[src/acrt_pkg.sv]
// shared constants, timing counts and state types for the conversion and readout sequencer
package acrt_pkg;

  localparam int CLK_PERIOD_NS = 100;

  // timing figures in their own unit
  localparam int T_BUSY_RISE_MAX_NS = 30;
  localparam int T_CONV_MAX_NS = 1250;
  localparam int T_EOC_TO_BUSY_MIN_NS = 10;
  localparam int T_DATA_TO_BUSY_MIN_NS = 45;
  localparam int T_SYNC_DURING_TYP_NS = 525;
  localparam int T_SYNC_TO_BUSY_TYP_NS = 25;
  localparam int T_SCLK_MIN_00_NS = 25;
  localparam int T_SCLK_MIN_01_NS = 50;
  localparam int T_SCLK_MIN_10_NS = 100;
  localparam int T_SCLK_MIN_11_NS = 200;
  localparam int T_SCLK_TYP_00_NS = 40;
  localparam int T_SCLK_TYP_01_NS = 70;
  localparam int T_SCLK_TYP_10_NS = 140;
  localparam int T_SCLK_TYP_11_NS = 280;
  localparam int T_TAIL_MIN_00_NS = 3;
  localparam int T_TAIL_MIN_01_NS = 60;
  localparam int T_TAIL_MIN_10_NS = 140;
  localparam int T_TAIL_MIN_11_NS = 300;

  function automatic int ceil_cycles(input int ns);
    int c;
    c = (ns + CLK_PERIOD_NS - 1) / CLK_PERIOD_NS;
    return (c < 1) ? 1 : c;
  endfunction

  function automatic int floor_cycles(input int ns);
    int c;
    c = ns / CLK_PERIOD_NS;
    return (c < 1) ? 1 : c;
  endfunction

  localparam int BUSY_RISE_CYC = floor_cycles(T_BUSY_RISE_MAX_NS);
  localparam int BUSY_MAX_CYC = floor_cycles(T_CONV_MAX_NS);
  localparam int EOC_TO_BUSY_CYC = ceil_cycles(T_EOC_TO_BUSY_MIN_NS);
  localparam int DATA_TO_BUSY_CYC = ceil_cycles(T_DATA_TO_BUSY_MIN_NS);
  localparam int SYNC_DURING_CYC = floor_cycles(T_SYNC_DURING_TYP_NS);
  localparam int SYNC_TO_BUSY_CYC = floor_cycles(T_SYNC_TO_BUSY_TYP_NS);
  // cycles after the conversion core that the parallel path needs: store, load, data-to-busy gap
  localparam int POST_CONV_CYC = 2 + DATA_TO_BUSY_CYC;
  localparam int CORE_CONV_CYC = BUSY_MAX_CYC - POST_CONV_CYC;

  localparam int CNT_W = 6;
  localparam int DIV_W = 4;
  localparam int DATA_W = 16;
  localparam int FIFO_DEPTH = 32;

  localparam logic [1:0] DIV_CODE_00 = 2'h0;
  localparam logic [1:0] DIV_CODE_01 = 2'h1;
  localparam logic [1:0] DIV_CODE_10 = 2'h2;
  localparam logic [1:0] DIV_CODE_11 = 2'h3;

  // a period needs two clock phases, so the typical period is used; the minimum only bounds it from below
  function automatic logic [DIV_W-1:0] sclk_half_cycles(input logic [1:0] code);
    int ns;
    unique case (code)
      DIV_CODE_00: ns = (T_SCLK_TYP_00_NS > T_SCLK_MIN_00_NS) ? T_SCLK_TYP_00_NS : T_SCLK_MIN_00_NS;
      DIV_CODE_01: ns = (T_SCLK_TYP_01_NS > T_SCLK_MIN_01_NS) ? T_SCLK_TYP_01_NS : T_SCLK_MIN_01_NS;
      DIV_CODE_10: ns = (T_SCLK_TYP_10_NS > T_SCLK_MIN_10_NS) ? T_SCLK_TYP_10_NS : T_SCLK_MIN_10_NS;
      DIV_CODE_11: ns = (T_SCLK_TYP_11_NS > T_SCLK_MIN_11_NS) ? T_SCLK_TYP_11_NS : T_SCLK_MIN_11_NS;
    endcase
    return DIV_W'(ceil_cycles(ns / 2));
  endfunction

  function automatic logic [DIV_W-1:0] sync_tail_cycles(input logic [1:0] code);
    int ns;
    unique case (code)
      DIV_CODE_00: ns = T_TAIL_MIN_00_NS;
      DIV_CODE_01: ns = T_TAIL_MIN_01_NS;
      DIV_CODE_10: ns = T_TAIL_MIN_10_NS;
      DIV_CODE_11: ns = T_TAIL_MIN_11_NS;
    endcase
    return DIV_W'(ceil_cycles(ns));
  endfunction

  typedef enum {
    ACRT_IDLE,
    ACRT_CONVERT,
    ACRT_STORE,
    ACRT_PAR_LOAD,
    ACRT_PAR_HOLD,
    ACRT_SER_END,
    ACRT_RAC_START,
    ACRT_RAC_SHIFT,
    ACRT_RAC_END
  } acrt_state_type;

  typedef enum {
    ACRT_SH_IDLE,
    ACRT_SH_SHIFT,
    ACRT_SH_TAIL
  } acrt_shift_state_type;

endpackage

[src/acrt_fifo.sv]
// result fifo between the conversion core and the readout ports
`timescale 1ns/10ps
module acrt_fifo #(
  parameter int WIDTH = 16,
  parameter int DEPTH = 32
) (
  input wire logic clk,
  input wire logic reset,
  input wire logic clk_en,
  input wire logic in_valid,
  output logic in_ready,
  input wire logic [WIDTH-1:0] in_data,
  output logic out_valid,
  input wire logic out_ready,
  output logic [WIDTH-1:0] out_data
);
  localparam int AW = $clog2(DEPTH);

  logic [WIDTH-1:0] mem_reg [DEPTH];
  logic [AW-1:0] wr_ptr_reg;
  logic [AW-1:0] rd_ptr_reg;
  logic [AW:0] count_reg;
  logic push;
  logic pop;

  assign in_ready = (count_reg != (AW+1)'(DEPTH));
  assign out_valid = (count_reg != '0);
  assign out_data = mem_reg[rd_ptr_reg];
  assign push = in_valid & in_ready;
  assign pop = out_valid & out_ready;

  function automatic logic [AW-1:0] next_ptr(input logic [AW-1:0] p);
    return (p == AW'(DEPTH - 1)) ? '0 : p + AW'(1);
  endfunction

  always_ff @(posedge clk)
  begin
    if (clk_en && push)
    begin
      mem_reg[wr_ptr_reg] <= in_data;
    end
  end

  always_ff @(posedge clk)
  begin
    if (reset)
    begin
      wr_ptr_reg <= '0;
      rd_ptr_reg <= '0;
      count_reg <= '0;
    end
    else if (clk_en)
    begin
      if (push)
      begin
        wr_ptr_reg <= next_ptr(wr_ptr_reg);
      end
      if (pop)
      begin
        rd_ptr_reg <= next_ptr(rd_ptr_reg);
      end
      if (push && !pop)
      begin
        count_reg <= count_reg + (AW+1)'(1);
      end
      else if (pop && !push)
      begin
        count_reg <= count_reg - (AW+1)'(1);
      end
    end
  end
endmodule

[src/acrt_shifter.sv]
// serial shift-out engine: internal clock divider for master, external edge stepping for slave
`timescale 1ns/10ps
module acrt_shifter #(
  parameter int WIDTH = 16
) (
  input wire logic clk,
  input wire logic reset,
  input wire logic clk_en,
  input wire logic start,
  input wire logic [WIDTH-1:0] word,
  input wire logic master,
  input wire logic [acrt_pkg::DIV_W-1:0] half_cycles,
  input wire logic [acrt_pkg::DIV_W-1:0] tail_cycles,
  input wire logic ext_clock_edge,
  input wire logic serial_data_in,
  output logic serial_data_out,
  output logic serial_clock_out,
  output logic frame,
  output logic idle
);
  localparam int BW = $clog2(WIDTH + 1);

  acrt_pkg::acrt_shift_state_type state_reg;
  logic [WIDTH-1:0] shift_reg;
  logic [BW-1:0] bit_cnt_reg;
  logic [acrt_pkg::DIV_W-1:0] div_cnt_reg;
  logic sclk_reg;
  logic master_reg;
  logic div_tick;

  assign div_tick = (div_cnt_reg == half_cycles - acrt_pkg::DIV_W'(1));
  assign serial_data_out = shift_reg[WIDTH-1];
  assign serial_clock_out = sclk_reg;
  assign frame = (state_reg != acrt_pkg::ACRT_SH_IDLE);
  assign idle = (state_reg == acrt_pkg::ACRT_SH_IDLE);

  always_ff @(posedge clk)
  begin
    if (reset)
    begin
      state_reg <= acrt_pkg::ACRT_SH_IDLE;
      shift_reg <= '0;
      bit_cnt_reg <= '0;
      div_cnt_reg <= '0;
      sclk_reg <= 1'b0;
      master_reg <= 1'b0;
    end
    else if (clk_en)
    begin
      unique case (state_reg)
        acrt_pkg::ACRT_SH_IDLE:
        begin
          sclk_reg <= 1'b0;
          div_cnt_reg <= '0;
          if (start)
          begin
            shift_reg <= word;
            bit_cnt_reg <= '0;
            master_reg <= master;
            state_reg <= acrt_pkg::ACRT_SH_SHIFT;
          end
        end
        acrt_pkg::ACRT_SH_SHIFT:
        begin
          if (master_reg)
          begin
            // host samples on the rising edge, data moves on the falling edge
            div_cnt_reg <= div_tick ? '0 : div_cnt_reg + acrt_pkg::DIV_W'(1);
            if (div_tick)
            begin
              sclk_reg <= ~sclk_reg;
              if (!sclk_reg)
              begin
                bit_cnt_reg <= bit_cnt_reg + BW'(1);
              end
              else if (bit_cnt_reg == BW'(WIDTH))
              begin
                sclk_reg <= 1'b0;
                div_cnt_reg <= '0;
                state_reg <= acrt_pkg::ACRT_SH_TAIL;
              end
              else
              begin
                shift_reg <= {shift_reg[WIDTH-2:0], serial_data_in};
              end
            end
          end
          else if (ext_clock_edge)
          begin
            shift_reg <= {shift_reg[WIDTH-2:0], serial_data_in};
            bit_cnt_reg <= bit_cnt_reg + BW'(1);
            if (bit_cnt_reg == BW'(WIDTH - 1))
            begin
              state_reg <= acrt_pkg::ACRT_SH_IDLE;
            end
          end
        end
        acrt_pkg::ACRT_SH_TAIL:
        begin
          // frame stays up after the last clock edge for the code's hold time
          div_cnt_reg <= div_cnt_reg + acrt_pkg::DIV_W'(1);
          if (div_cnt_reg == tail_cycles - acrt_pkg::DIV_W'(1))
          begin
            state_reg <= acrt_pkg::ACRT_SH_IDLE;
          end
        end
      endcase
    end
  end
endmodule

[src/acrt_top.sv]
// conversion sequencer with parallel, master serial and slave serial readout
// Operation
// - busy rises at the first clock after conversion start falls.
// - outside master read-after-convert, busy stays high at most 1.25 us unless a full fifo stalls the store.
// - busy falls at least 10 ns after the conversion core finishes.
// - parallel result valid on the data bus within 1.25 us of start.
// - parallel result valid at least 45 ns before busy falls.
// - master read-during-convert raises frame sync about 525 ns after start.
// - divider code sets minimum serial clock period 25, 50, 100, 200 ns.
// - divider code sets typical serial clock period 40, 70, 140, 280 ns; whole-cycle phases here give 200, 200, 200, 400 ns.
// - read-after-convert busy covers conversion plus shift-out, bounded per divider code.
// - frame sync holds after last clock edge 3, 60, 140, 300 ns.
// - read-after-convert frame sync rises once conversion completes.
// - read-after-convert busy falls about 25 ns after frame sync falls; here it falls two clock cycles (200 ns) after.
// - chip select high releases frame sync, serial clock and data.
// - in master serial modes chip select low drives the serial clock.
// - divider select acts only in master read-after-convert mode.
// - serial/parallel select low uses parallel port, high uses serial port.
`timescale 1ns/10ps
module acrt_top #(
  parameter int DATA_WIDTH = acrt_pkg::DATA_W,
  parameter int FIFO_DEPTH = acrt_pkg::FIFO_DEPTH,
  parameter int CONV_CYCLES = acrt_pkg::CORE_CONV_CYC
) (
  input wire logic clk,
  input wire logic reset,
  input wire logic clk_en,
  input wire logic conversion_start_n,
  input wire logic chip_select_n,
  input wire logic serial_parallel_select,
  input wire logic read_timing_select,
  input wire logic clock_source_select,
  input wire logic [1:0] serial_clock_divider_select,
  input wire logic [DATA_WIDTH-1:0] conversion_result,
  input wire logic external_serial_clock,
  input wire logic serial_data_in,
  output logic busy,
  output logic [DATA_WIDTH-1:0] data_bus_out,
  output logic data_bus_oe_n,
  output logic serial_data_out,
  output logic serial_data_oe_n,
  output logic serial_clock_out,
  output logic serial_clock_oe_n,
  output logic frame_sync_out,
  output logic frame_sync_oe_n
);
  acrt_pkg::acrt_state_type state_reg;
  logic [acrt_pkg::CNT_W-1:0] cnt_reg;
  logic [DATA_WIDTH-1:0] result_reg;
  logic [DATA_WIDTH-1:0] data_out_reg;
  logic busy_reg;
  logic start_n_prev_reg;
  logic ext_clk_prev_reg;
  logic start_fall;
  logic ext_clock_edge;
  logic serial_mode;
  logic master_mode;
  logic rac_mode;
  logic during_mode;
  logic fifo_in_valid;
  logic fifo_in_ready;
  logic fifo_out_valid;
  logic fifo_out_ready;
  logic [DATA_WIDTH-1:0] fifo_out_data;
  logic shift_start;
  logic shift_idle;
  logic shift_frame;
  logic shift_sdo;
  logic shift_sclk;
  logic par_load;
  logic [acrt_pkg::DIV_W-1:0] half_cycles;
  logic [acrt_pkg::DIV_W-1:0] tail_cycles;

  assign serial_mode = serial_parallel_select;
  assign master_mode = serial_mode & ~clock_source_select;
  assign rac_mode = master_mode & ~read_timing_select;
  assign during_mode = master_mode & read_timing_select;

  // divider select is forced to the fastest code unless in read-after-convert
  assign half_cycles = rac_mode ? acrt_pkg::sclk_half_cycles(serial_clock_divider_select)
                                : acrt_pkg::sclk_half_cycles(acrt_pkg::DIV_CODE_00);
  assign tail_cycles = rac_mode ? acrt_pkg::sync_tail_cycles(serial_clock_divider_select)
                                : acrt_pkg::sync_tail_cycles(acrt_pkg::DIV_CODE_00);

  assign start_fall = start_n_prev_reg & ~conversion_start_n;
  assign ext_clock_edge = ~ext_clk_prev_reg & external_serial_clock;

  assign fifo_in_valid = (state_reg == acrt_pkg::ACRT_STORE);
  assign par_load = (state_reg == acrt_pkg::ACRT_PAR_LOAD) & fifo_out_valid;

  // shift-out start conditions, one per serial timing mode
  always_comb
  begin
    shift_start = 1'b0;
    if (serial_mode && !chip_select_n && shift_idle && fifo_out_valid)
    begin
      if (rac_mode)
      begin
        shift_start = (state_reg == acrt_pkg::ACRT_RAC_START);
      end
      else if (during_mode)
      begin
        shift_start = (state_reg == acrt_pkg::ACRT_CONVERT) &&
                      (cnt_reg == acrt_pkg::CNT_W'(acrt_pkg::SYNC_DURING_CYC - acrt_pkg::BUSY_RISE_CYC));
      end
      else
      begin
        shift_start = 1'b1;
      end
    end
  end

  assign fifo_out_ready = shift_start | par_load;

  // edge detectors for the start pin and the host-driven serial clock
  always_ff @(posedge clk)
  begin
    if (reset)
    begin
      start_n_prev_reg <= 1'b1;
      ext_clk_prev_reg <= 1'b0;
    end
    else if (clk_en)
    begin
      start_n_prev_reg <= conversion_start_n;
      ext_clk_prev_reg <= external_serial_clock;
    end
  end

  // conversion and busy sequencing
  always_ff @(posedge clk)
  begin
    if (reset)
    begin
      state_reg <= acrt_pkg::ACRT_IDLE;
      cnt_reg <= '0;
      busy_reg <= 1'b0;
      result_reg <= '0;
    end
    else if (clk_en)
    begin
      unique case (state_reg)
        acrt_pkg::ACRT_IDLE:
        begin
          cnt_reg <= '0;
          // starts that arrive mid-cycle are dropped; the host keeps its spacing
          if (start_fall)
          begin
            busy_reg <= 1'b1;
            state_reg <= acrt_pkg::ACRT_CONVERT;
          end
        end
        acrt_pkg::ACRT_CONVERT:
        begin
          cnt_reg <= cnt_reg + acrt_pkg::CNT_W'(1);
          if (cnt_reg == acrt_pkg::CNT_W'(CONV_CYCLES - 1))
          begin
            result_reg <= conversion_result;
            cnt_reg <= '0;
            state_reg <= acrt_pkg::ACRT_STORE;
          end
        end
        acrt_pkg::ACRT_STORE:
        begin
          // a full fifo stalls here with busy high until a reader drains a word
          if (fifo_in_ready)
          begin
            if (!serial_mode)
            begin
              state_reg <= acrt_pkg::ACRT_PAR_LOAD;
            end
            else if (rac_mode)
            begin
              state_reg <= acrt_pkg::ACRT_RAC_START;
            end
            else
            begin
              state_reg <= acrt_pkg::ACRT_SER_END;
            end
          end
        end
        acrt_pkg::ACRT_PAR_LOAD:
        begin
          if (fifo_out_valid)
          begin
            state_reg <= acrt_pkg::ACRT_PAR_HOLD;
          end
        end
        acrt_pkg::ACRT_PAR_HOLD:
        begin
          cnt_reg <= cnt_reg + acrt_pkg::CNT_W'(1);
          if (cnt_reg == acrt_pkg::CNT_W'(acrt_pkg::DATA_TO_BUSY_CYC - 1))
          begin
            busy_reg <= 1'b0;
            state_reg <= acrt_pkg::ACRT_IDLE;
          end
        end
        acrt_pkg::ACRT_SER_END:
        begin
          cnt_reg <= cnt_reg + acrt_pkg::CNT_W'(1);
          if (cnt_reg == acrt_pkg::CNT_W'(acrt_pkg::EOC_TO_BUSY_CYC - 1))
          begin
            busy_reg <= 1'b0;
            state_reg <= acrt_pkg::ACRT_IDLE;
          end
        end
        acrt_pkg::ACRT_RAC_START:
        begin
          // without chip select the word waits in the fifo and busy ends normally
          if (shift_start)
          begin
            state_reg <= acrt_pkg::ACRT_RAC_SHIFT;
          end
          else if (chip_select_n)
          begin
            state_reg <= acrt_pkg::ACRT_SER_END;
          end
        end
        acrt_pkg::ACRT_RAC_SHIFT:
        begin
          if (!shift_frame)
          begin
            cnt_reg <= '0;
            state_reg <= acrt_pkg::ACRT_RAC_END;
          end
        end
        acrt_pkg::ACRT_RAC_END:
        begin
          cnt_reg <= cnt_reg + acrt_pkg::CNT_W'(1);
          if (cnt_reg == acrt_pkg::CNT_W'(acrt_pkg::SYNC_TO_BUSY_CYC - 1))
          begin
            busy_reg <= 1'b0;
            state_reg <= acrt_pkg::ACRT_IDLE;
          end
        end
      endcase
    end
  end

  // parallel data register, loaded one cycle ahead of busy falling
  always_ff @(posedge clk)
  begin
    if (reset)
    begin
      data_out_reg <= '0;
    end
    else if (clk_en && par_load)
    begin
      data_out_reg <= fifo_out_data;
    end
  end

  acrt_fifo #(
    .WIDTH(DATA_WIDTH),
    .DEPTH(FIFO_DEPTH)
  ) result_fifo (
    .clk(clk),
    .reset(reset),
    .clk_en(clk_en),
    .in_valid(fifo_in_valid),
    .in_ready(fifo_in_ready),
    .in_data(result_reg),
    .out_valid(fifo_out_valid),
    .out_ready(fifo_out_ready),
    .out_data(fifo_out_data)
  );

  acrt_shifter #(
    .WIDTH(DATA_WIDTH)
  ) serial_engine (
    .clk(clk),
    .reset(reset),
    .clk_en(clk_en),
    .start(shift_start),
    .word(fifo_out_data),
    .master(master_mode),
    .half_cycles(half_cycles),
    .tail_cycles(tail_cycles),
    .ext_clock_edge(ext_clock_edge),
    .serial_data_in(serial_data_in),
    .serial_data_out(shift_sdo),
    .serial_clock_out(shift_sclk),
    .frame(shift_frame),
    .idle(shift_idle)
  );

  assign busy = busy_reg;
  assign data_bus_out = data_out_reg;
  assign serial_data_out = shift_sdo;
  assign serial_clock_out = shift_sclk;
  assign frame_sync_out = shift_frame & master_mode;

  // enables follow chip select combinationally so release and drive need no clock
  assign data_bus_oe_n = chip_select_n | serial_mode;
  assign serial_data_oe_n = chip_select_n | ~serial_mode;
  assign frame_sync_oe_n = chip_select_n | ~master_mode;
  assign serial_clock_oe_n = chip_select_n | ~master_mode;
endmodule

[config.mk]
export PLATFORM = sky130hd
export DESIGN_NAME = acrt_top
export DESIGN_NICKNAME = d
export VERILOG_FILES = /design/src/acrt_pkg.sv /design/src/acrt_fifo.sv /design/src/acrt_shifter.sv /design/src/acrt_top.sv
export SDC_FILE = /design/constraint.sdc
export NUM_CORES = 1
export LEC_CHECK = 0
export CAP_MARGIN = 10
export CORE_ASPECT_RATIO = 0.8
export CORE_MARGIN = 4
export CORE_UTILIZATION = 45
export CTS_CLUSTER_DIAMETER = 30
export DETAILED_ROUTE_END_ITERATION = 8
export DONT_BUFFER_PORTS = 1
export SETUP_SLACK_MARGIN = 0.1
export SLEW_MARGIN = 20
export SYNTH_ARGS = -nofsm -noshare
export SYNTH_HDL_FRONTEND = slang
export SYNTH_SLANG_ARGS = --single-unit
[constraint.sdc]
create_clock -name clk -period 3.1 [get_ports clk]
set_input_delay 0.62 -clock clk [delete_from_list [all_inputs] [get_ports clk]]
set_output_delay 0.62 -clock clk [all_outputs]
set_load 0.1 [all_outputs]
# Yosys cells after proc, flatten, opt, wreduce, memory -nomap -nowiden
# Memory sizes are Yosys's and may differ from the RTL's. A register that Yosys moved wholly into a read port is not among the register bits.
# Index checks and enable logic that the tools add are counted.
[word_totals]
regBits = 148
ramBits = 512
in_bits = 28
out_inout_bits = 24
memories = 1
[mem_list]
columns = ["name", "words", "width", "read_ports", "rd_clocked_by_memory_dff", "wr", "line_no", "rtl"]
rows = [
  ["result_fifo.mem_reg", 32, 16, 1, 1, 1, "acrt_fifo.sv:19", "logic [WIDTH-1:0] mem_reg [DEPTH];"],
]
[classes]
n_addsub = 14
n_div = 2
n_lt_le_gt_ge = 2
eq_ne = 44
muxes = 67
n_bitwise = 21
reduce_logical = 36
[op_table]
columns = ["cell", "n"]
rows = [
  ["$mux W32", 16],
  ["$pmux W32 S4", 2],
  ["$pmux W32 S7", 1],
  ["$eq A32 B3 Y1 const B", 6],
  ["$eq A32 B2 Y1 const B", 4],
  ["$logic_not A32 Y1", 3],
  ["$mux W16", 6],
  ["$pmux W32 S3", 1],
  ["$add A32 B8 Y32 const B", 2],
  ["$div A32 B8 Y32 const B", 2],
  ["$eq A32 B1 Y1 const B", 2],
  ["$eq A32 B4 Y1 const B", 2],
  ["$lt A32 B2 Y1 const B", 2],
  ["$sub A32 B2 Y32 const B", 2],
  ["$mux W5", 9],
  ["$mux W4", 9],
  ["$add A32 B1 Y32", 1],
  ["$pmux W16 S2", 1],
  ["$reduce_bool A32 Y1", 1],
  ["$mux W6", 4],
  ["$pmux W6 S4", 1],
  ["$reduce_and A8 Y1", 2],
  ["$add A5 B1 Y5 const B", 3],
  ["$eq A5 B5 Y1 const B", 3],
  ["other kinds (38)", 101],
]

# Logic depth before layout (Yosys ltp)
# Gate-level depths: netlist (run 1).
[depth]
ltp_word = 18
mapped_depth = 15
ltp_nobuf = 15

# Cells and area by module
# A second synthesis (run 1) with hierarchy kept.
[unflattened]
hier_cells = 1615
hier_area_um2 = 24975.2
[modules_own_cells]
columns = ["module", "n_inst", "cells_each", "area_each_um2", "seq_area_each_um2"]
rows = [
  ["acrt_fifo", 1, 1126, 20875.0, 15795.1],
  ["acrt_top", 1, 266, 2252.2, 900.9],
  ["acrt_shifter", 1, 223, 1848.0, 580.6],
]

# Least setup slack after synthesis (run 1)
# Ideal clock, no wire load.
[synth_path]
path_kind = "input-to-reg"
start = "input port serial_parallel_select"
end = "register result_fifo.count_reg[5]"
setup_ns = 0.128
t_arrival_ns = 3.358
required_time_ns = 2.972
setup_slack_ns = -0.386
path_stages = 13
n_path_buf = 0
path_cell_list = "or2b_1 > a211oi_1 > o21a_1 > nor2_1 > ha_1 > inv_1 > ha_1 > a21o_1 > a21o_1 > a211o_1 > o211ai_1 > xnor2_1 > nor2_1"
[synth_via]
elab_chain_cells = 11
word_cells_on_any_way = 17
[synth_rtl]
columns = ["element", "line_no", "rtl"]
rows = [
  ["start: declaration", "acrt_top.sv:30", "input wire logic serial_parallel_select,"],
  ["$and A1 B1 Y1", "acrt_top.sv:75", "assign master_mode = serial_mode & ~clock_source_select;"],
  ["$and A1 B1 Y1", "acrt_top.sv:77", "assign during_mode = master_mode & read_timing_select;"],
  ["$mux W1", "acrt_top.sv:101", "else if (during_mode)"],
  ["$mux W1", "acrt_top.sv:97", "if (rac_mode)"],
  ["$mux W1 *", "acrt_top.sv:95", "if (serial_mode && !chip_select_n && shift_idle && fifo_out_valid)"],
  ["$or A1 B1 Y1 *", "acrt_top.sv:113", "assign fifo_out_ready = shift_start | par_load;"],
  ["$and A1 B1 Y1 *", "acrt_fifo.sv:30", "assign pop = out_valid & out_ready;"],
  ["$logic_not A1 Y1", "acrt_fifo.sv:62", "if (push && !pop)"],
  ["$logic_and A1 B1 Y1", "acrt_fifo.sv:62", ""],
  ["$reduce_bool A2 Y1 (no source line)", "--", ""],
  ["$reduce_and A2 Y1 (no source line)", "--", ""],
  ["end signal: assignment", "acrt_fifo.sv:64", "count_reg <= count_reg + (AW+1)'(1);"],
  ["end signal: assignment", "acrt_fifo.sv:68", "count_reg <= count_reg - (AW+1)'(1);"],
  ["end: declaration", "acrt_fifo.sv:22", "logic [AW:0] count_reg;"],
]
# Mark *: on every way between the ends. The rest lies on a longest branch, timed or not.
# A chain may end at the register's enable or synchronous reset.

# Final worst setup path (run 1)
[layout_path]
start = "register cnt_reg[0] in the netlist's numbering"
end = "register result_fifo.count_reg[5]"
[layout_via]
elab_chain_cells = 11
word_cells_on_any_way = 13
[layout_rtl]
columns = ["element", "line_no", "rtl"]
rows = [
  ["start: declaration", "acrt_top.sv:48", "logic [acrt_pkg::CNT_W-1:0] cnt_reg;"],
  ["start signal: assignment", "acrt_top.sv:155", "cnt_reg <= cnt_reg + acrt_pkg::CNT_W'(1);"],
  ["start signal: assignment", "acrt_top.sv:191", "cnt_reg <= cnt_reg + acrt_pkg::CNT_W'(1);"],
  ["start signal: assignment", "acrt_top.sv:200", "cnt_reg <= cnt_reg + acrt_pkg::CNT_W'(1);"],
  ["$eq A6 B3 Y1 *", "acrt_top.sv:104", "(cnt_reg == acrt_pkg::CNT_W'(acrt_pkg::SYNC_DURING_CYC - acrt_pkg::BUSY_RISE_CYC));"],
  ["$logic_and A1 B1 Y1 *", "acrt_top.sv:103", "shift_start = (state_reg == acrt_pkg::ACRT_CONVERT) &&"],
  ["$mux W1 *", "acrt_top.sv:101", ""],
  ["$mux W1 *", "acrt_top.sv:97", ""],
  ["$mux W1 *", "acrt_top.sv:95", ""],
  ["$or A1 B1 Y1 *", "acrt_top.sv:113", ""],
  ["$and A1 B1 Y1 *", "acrt_fifo.sv:30", ""],
  ["$logic_not A1 Y1", "acrt_fifo.sv:62", ""],
  ["$logic_and A1 B1 Y1", "acrt_fifo.sv:62", ""],
  ["$reduce_bool A2 Y1 (no source line)", "--", ""],
  ["$reduce_and A2 Y1 (no source line)", "--", ""],
]
# Marks and branches as above.

==> results.txt, run 1 <==
# diodes = 0
Maximum VDD drop = 0.000499 V
Worst relative slew slack = 0.301
Total Wirelength = 61.9 mm
Die Width = 270 um
Initial Utilization = 0.458
Period utilization = 0.929
Fin crit period = 2.88 ns
First-pass GRT wire length = 92.2 mm
Required @ worst endpoint = 3.63 ns
Min Hold Slack = 0.0500 ns
Max Transition Viols Final = 0
Ys async rst share = 0
Setup crit start = cnt_reg[0]
Final net count = 1,835
Post-synth EDFFs = 512
Synthesized area = 24,800 um^2
Crit path capture type = register
Setup_tns = 0 ns
Root Driver = clkbuf_16
DR vias/cell = 5.73
Synthesis-stage register bit count = 607
Detailed placement HPWL = 37.9 mm
Cells after Synth = 1,649
Clock transition at path regs = 0.05 ns
Worst Clk Skew = 0.0203 ns
Gr usage total = 0.209
Num CTS Buffers = 107
Syn Area/Cell = 15.0 um^2
FF-to-FF Start = cnt_reg[0]
Die height = 218 um
Status = completed
Initial antenna violation count = 2
I/O Pins = 52
Clk sink count = 607
Vias = 14,719
Crit path arrival time = 3.41 ns
WP buf/inv = 3
Largest net degree at the start of global routing = 86
TritonRoute pass-1 iters = 6
Pwr dens = 700 nW/um^2
Area Overhead vs Synth = 22.2%
Hold WC Path Type = primary input to register
Max reg flops = 512
Final hold vios = 0
Cell variety after synth = 65
Cells along the critical path = inv_1 > ha_1 > nor4b_4 > and4_1 > o21a_1 > nor2_2 > ha_2 > inv_2 > buf_4 > ha_2 > or3_1 > a211o_1 > o211ai_1 > xnor2_1 > nor2_1
RSZ-0062 raised after global routing = false
# port buffers = 0
Leakage = 10.7 nW
Slowest-stage cell, CP = or3_1
Max-cap violations = 0
Final setup violation count = 0
Largest delay share family, worst path = simple AND/OR/NAND/NOR gates
Die ar. = 58,900 um^2
Initial DRC Count = 1,650
Vias in the first global route = 14,385
Total Power = 21.2 mW
Worst skew pair latency = 0.65 ns
Hold Path Origin = reset
Max Clock Freq = 0.347 GHz
Worst path max stage delay = 0.35 ns
Antenna viol nets, final = 0
Site row count = 76
Crit-path max FO = 4
Total grt overflow = 0
Global placer's final weighted congestion = 0.843
H-tree levels = 3
Ys Warns = 0
Syn_nets = 1,705
Routed len/inst = 24.1 um
Critical path type = register to register
Core ar. = 54,100 um^2
CTS tree = built
Worst-Margin Slew = 1.05 ns
Sequential share of the synthesized area = 0.698
# DRC = 0
Worst setup SP type = register
Clock Tree Buf Depth = 3
Layout cell share with drive strength beyond 1 = 0.177
Crit-path most repeated cell = ha_2
Top FF cell, synth = edfxtp_1
## path summary, 6_finish.rpt
path                                      to  slack (ns)  cells past startpoint
hold / removal               data_bus_out[9]        0.05                      1
setup reg to reg    result_fifo.count_reg[5]        0.22                     15
hold reg to reg   serial_engine.shift_reg[0]        0.46                      2
setup / recovery    result_fifo.count_reg[5]        0.22                     15
## routing by layer
| layer | track usage | part of all wire | vias to the layer above |
|---|---|---|---|
| li1 | - | - | 6731 |
| met1 | 0.307 | 0.46 | 7405 |
| met2 | 0.317 | 0.45 | 499 |
| met3 | 0.0443 | 0.067 | 84 |
| met4 | 0.0552 | 0.020 | 0 |
| met5 | 0 | 0 | - |
## stage by stage
stage | instances | setup WS (ns) | utilization | area [um^2]
6_report | 2568 | 0.222 | 0.559 | 30300
2_1_floorplan | 1649 | 0.104 | - | 24800
4_1_cts | 2567 | 0.129 | 0.558 | 30200
5_1_grt | 2568 | 0.103 | 0.559 | 30300
3_3_place_gp | 2371 | 0.132 | 0.490 | 26500
3_5_place_dp | 2371 | 0.110 | 0.490 | 26500
## logic make-up after synthesis
kind of cell    Yosys count  share of synthesized area
compound gates          273                     0.0782
xor+xnor                 12                    0.00424
fa+ha+maj                28                     0.0144
buf+inv                 139                     0.0245
flops                   607                      0.698
mux                     279                      0.113
simple gates            311                     0.0682
## report_power, final
| part | internal [mW] | switching [mW] |
|---|---|---|
| registers | 8.79 | 0.0626 |
| clock network | 7.90 | 3.92 |
| logic | 0.207 | 0.314 |
| total | 16.9 | 4.30 |
## placed cells by master, fill, tap and decap left out, drive strengths merged, types with 7 or more instances in the layout
master    instances
clkinvlp          7
o31ai            18
a31oi             8
clkbuf          124
buf             121
nand3            10
inv              43
a211oi           22
ha               27
nand2            52
mux2i           277
a21oi            49
clkinv           43
nand4            38
xnor2             7
o21ai            22
nor4b             8
nor2             95
bufinv           18
dfxtp            95
a22oi           128
nor3             40
edfxtp          512
## timing repair
item | in CTS | in global routing
hold buffers | 0 | 0
buffers inserted | 0 | 1
endpoints found under the setup margin | 0 | 29
gates resized for setup | 0 | 8
## Yosys cell counts (4+ instances only)
cell type  number  share of area
dfxtp_1        95          0.077
buf_1           5        0.00076
nor2_1         95          0.014
xnor2_1         7         0.0025
a22oi_1       128          0.039
buf_6           6         0.0027
nor4b_2         6         0.0036
o21a_1          4         0.0012
a21oi_1        49         0.0099
a21o_1          4         0.0012
a31oi_1         8         0.0020
o21ai_0        15         0.0030
inv_1          39         0.0059
edfxtp_1      512           0.62
nor4bb_1        6         0.0024
a211oi_1       12         0.0036
nor3b_1         6         0.0018
ha_1           27          0.014
or4_1           6         0.0018
buf_2          29         0.0059
xor2_1          5         0.0018
nand4_1        38         0.0096
and4b_1         4         0.0016
o31ai_1        18         0.0055
a211oi_2       10         0.0051
mux2i_1       277           0.11
or3_1           5         0.0013
nand2_1        52         0.0079
nor2b_1         4         0.0010
o21ai_1         7         0.0014
clkbuf_1       59         0.0089
and3_1          6         0.0015
nor3_1         40         0.0081
nand3_1        10         0.0020
## final cells by class
cell class,instances,area [um^2]
inverters,39,146
fillers,4236,23800
well taps,702,878
repair buffers,121,1270
flip-flops and latches,607,17300
multi-input cells,903,6980
clock inverters,72,925
clock buffers,124,2780
Note: power is estimated with default switching activity, not from simulation.
==> inputs of run 2 (changes only) <==
--- a/config.mk
+++ b/config.mk
@@ -14,2 +14,4 @@
 export DONT_BUFFER_PORTS = 1
+export HOLD_SLACK_MARGIN = 0.03
+export PLACE_DENSITY_LB_ADDON = 0.1
 export SETUP_SLACK_MARGIN = 0.1
==> constraint.sdc (replaced) <==
create_clock -name clk -period 3.1 [get_ports clk]
set_input_delay 0.465 -clock clk [delete_from_list [all_inputs] [get_ports clk]]
set_output_delay 0.465 -clock clk [all_outputs]
set_load 0.1 [all_outputs]
==> results.txt, run 2 (synthesis results as in run 1) <==
Status = completed
Worst relative slew slack = 0.244
Internal Pwr Total = 16.7 mW
Leakage = 10.9 nW
Clk sink count = 607
Core Util, Final = 0.568
Vias in the first global route = 14,568
Antenna viol nets, final = 0
Crit path capture type = register
Clock Tree Buf Depth = 3
Num CTS Buffers = 111
Vias = 14,718
Crit-path max FO = 4
Largest delay share family, worst path = simple AND/OR/NAND/NOR gates
Worst skew pair latency = 0.64 ns
DP Cell Count = 2,377
Hold WC Path Type = primary input to register
Root Driver = clkbuf_16
CTS tree = built
Commonest non-fill, non-tap cell in the layout = edfxtp_1
Initial DRC Count = 1,417
Total grt overflow = 0
Setup_tns = 0 ns
Routed len/inst = 24.9 um
Clock transition at path regs = 0.05 ns
Die ar. = 58,900 um^2
Max reg flops = 512
Required @ worst endpoint = 3.61 ns
Switching power = 4.53 mW
Pwr dens = 693 nW/um^2
Final hold vios = 0
Total Wirelength = 65.1 mm
Initial antenna violation count = 2
Initial Utilization = 0.458
Max Transition Viols Final = 0
Worst slack, placed = 0.105 ns
Fin crit period = 2.91 ns
Period utilization = 0.937
Commonest cells after routing, fill and taps aside = edfxtp_1 (512), mux2i_1 (277), a22oi_1 (128)
Worst-Margin Slew = 1.13 ns
Die Width = 270 um
I/O Pins = 52
# port buffers = 0
Slowest-stage cell, CP = or3_1
FILL cells = 4,258
Clock power share = 0.558
First-pass GRT wire length = 94.9 mm
Total Power = 21.3 mW
Core ar. = 54,100 um^2
Worst Clk Skew = 0.0202 ns
Critical path type = register to register
RSZ-0062 raised after global routing = true
Max Clock Freq = 0.344 GHz
Maximum VDD drop = 0.000446 V
H-tree levels = 3
Die height = 218 um
Area Overhead vs Synth = 24.0%
Part of the power in registers = 0.416
Largest net degree at the start of global routing = 82
Net Sw Frac = 0.213
Post-placement cell area = 26,700 um^2
Setup WS post-layout = 0.195 ns
Crit path arrival time = 3.42 ns
Final setup violation count = 0
Min Hold Slack = 0.0996 ns
Cell Count, Final, Fillers Out = 2,610
Max-cap violations = 0
# DRC = 0
Layout cell share with drive strength beyond 1 = 0.189
DR vias/cell = 5.64
TritonRoute pass-1 iters = 5
Cells along the critical path = inv_1 > ha_1 > nor4b_4 > and4_1 > o21a_1 > nor2_2 > ha_2 > inv_2 > buf_4 > ha_1 > or3_1 > a211o_1 > o211ai_1 > xnor2_1 > nor2_1
Combinational fraction of design power = 0.026
Gr usage total = 0.219
Worst setup SP type = register
Site row count = 76
Flop-to-flop setup slack = 0.19 ns
Final net count = 1,867
Global placer's final weighted congestion = 0.828
Detailed placement HPWL = 40.3 mm
Crit-path most repeated cell = ha_1
Worst path max stage delay = 0.35 ns
WP buf/inv = 3
Final instance area = 30,700 um^2
run 2: cell types whose count changed in the layout (fill, tap and decap cells not counted), sizes merged:
cell,previous run,this run
dlygate4sd3,0,21
inv,43,59
clkinvlp,7,17
buf,121,128
bufinv,18,11
clkinv,43,36
diode,0,2
run 2: layer usage:
layer / global-route usage / wire length [um]
met1: 0.316 / 30200
met2: 0.322 / 28200
met3: 0.0674 / 5040
met4: 0.0632 / 1610
met5: 0 / 0
run 2: path summary, 6_finish.rpt:
check,from,to,cells after the start
max,cnt_reg[0],result_fifo.count_reg[5],15
min,clk_en,serial_engine.master_reg,3
max reg2reg,cnt_reg[0],result_fifo.count_reg[5],15
min reg2reg,serial_engine.shift_reg[1],serial_engine.shift_reg[1],2
run 2: power groups by stage:
stage | registers (mW) | logic (mW) | clock network [mW]
finish | 8.84 | 0.563 | 11.9
global route | 8.84 | 0.612 | 12.5
CTS | 8.84 | 0.550 | 12.0
detailed placement | 9.00 | 0.499 | 0
global placement | 9.00 | 0.494 | 0
floorplan | 9.00 | 0.372 | 0
run 2: worst min-delay path: stages:
cell,delay [ns]
nand2_1,0.05
mux2_2,0.14
nor2_1,0.03
run 2: layout make-up:
class / count / area (um^2) / share of cell area
Multi-Input combinational cell: 903 / 6990 / 0.227
Sequential cell: 607 / 17300 / 0.563
Inverter: 39 / 146 / 0.00477
Antenna cell: 2 / 5.00 / 0.000163
Tap cell: 702 / 878 / 0.0286
Clock buffer: 124 / 2910 / 0.0948
Timing Repair Buffer: 149 / 1650 / 0.0538
Clock inverter: 84 / 853 / 0.0278
run 2: what timing repair did:
action                                  4_1_cts  5_1_grt
hold buffers                                 22        0
endpoints found under the setup margin        1        5
endpoints found under the hold margin        87        0
pin swaps                                     0        2
buffers inserted                              0        1
resized for setup                             1        7
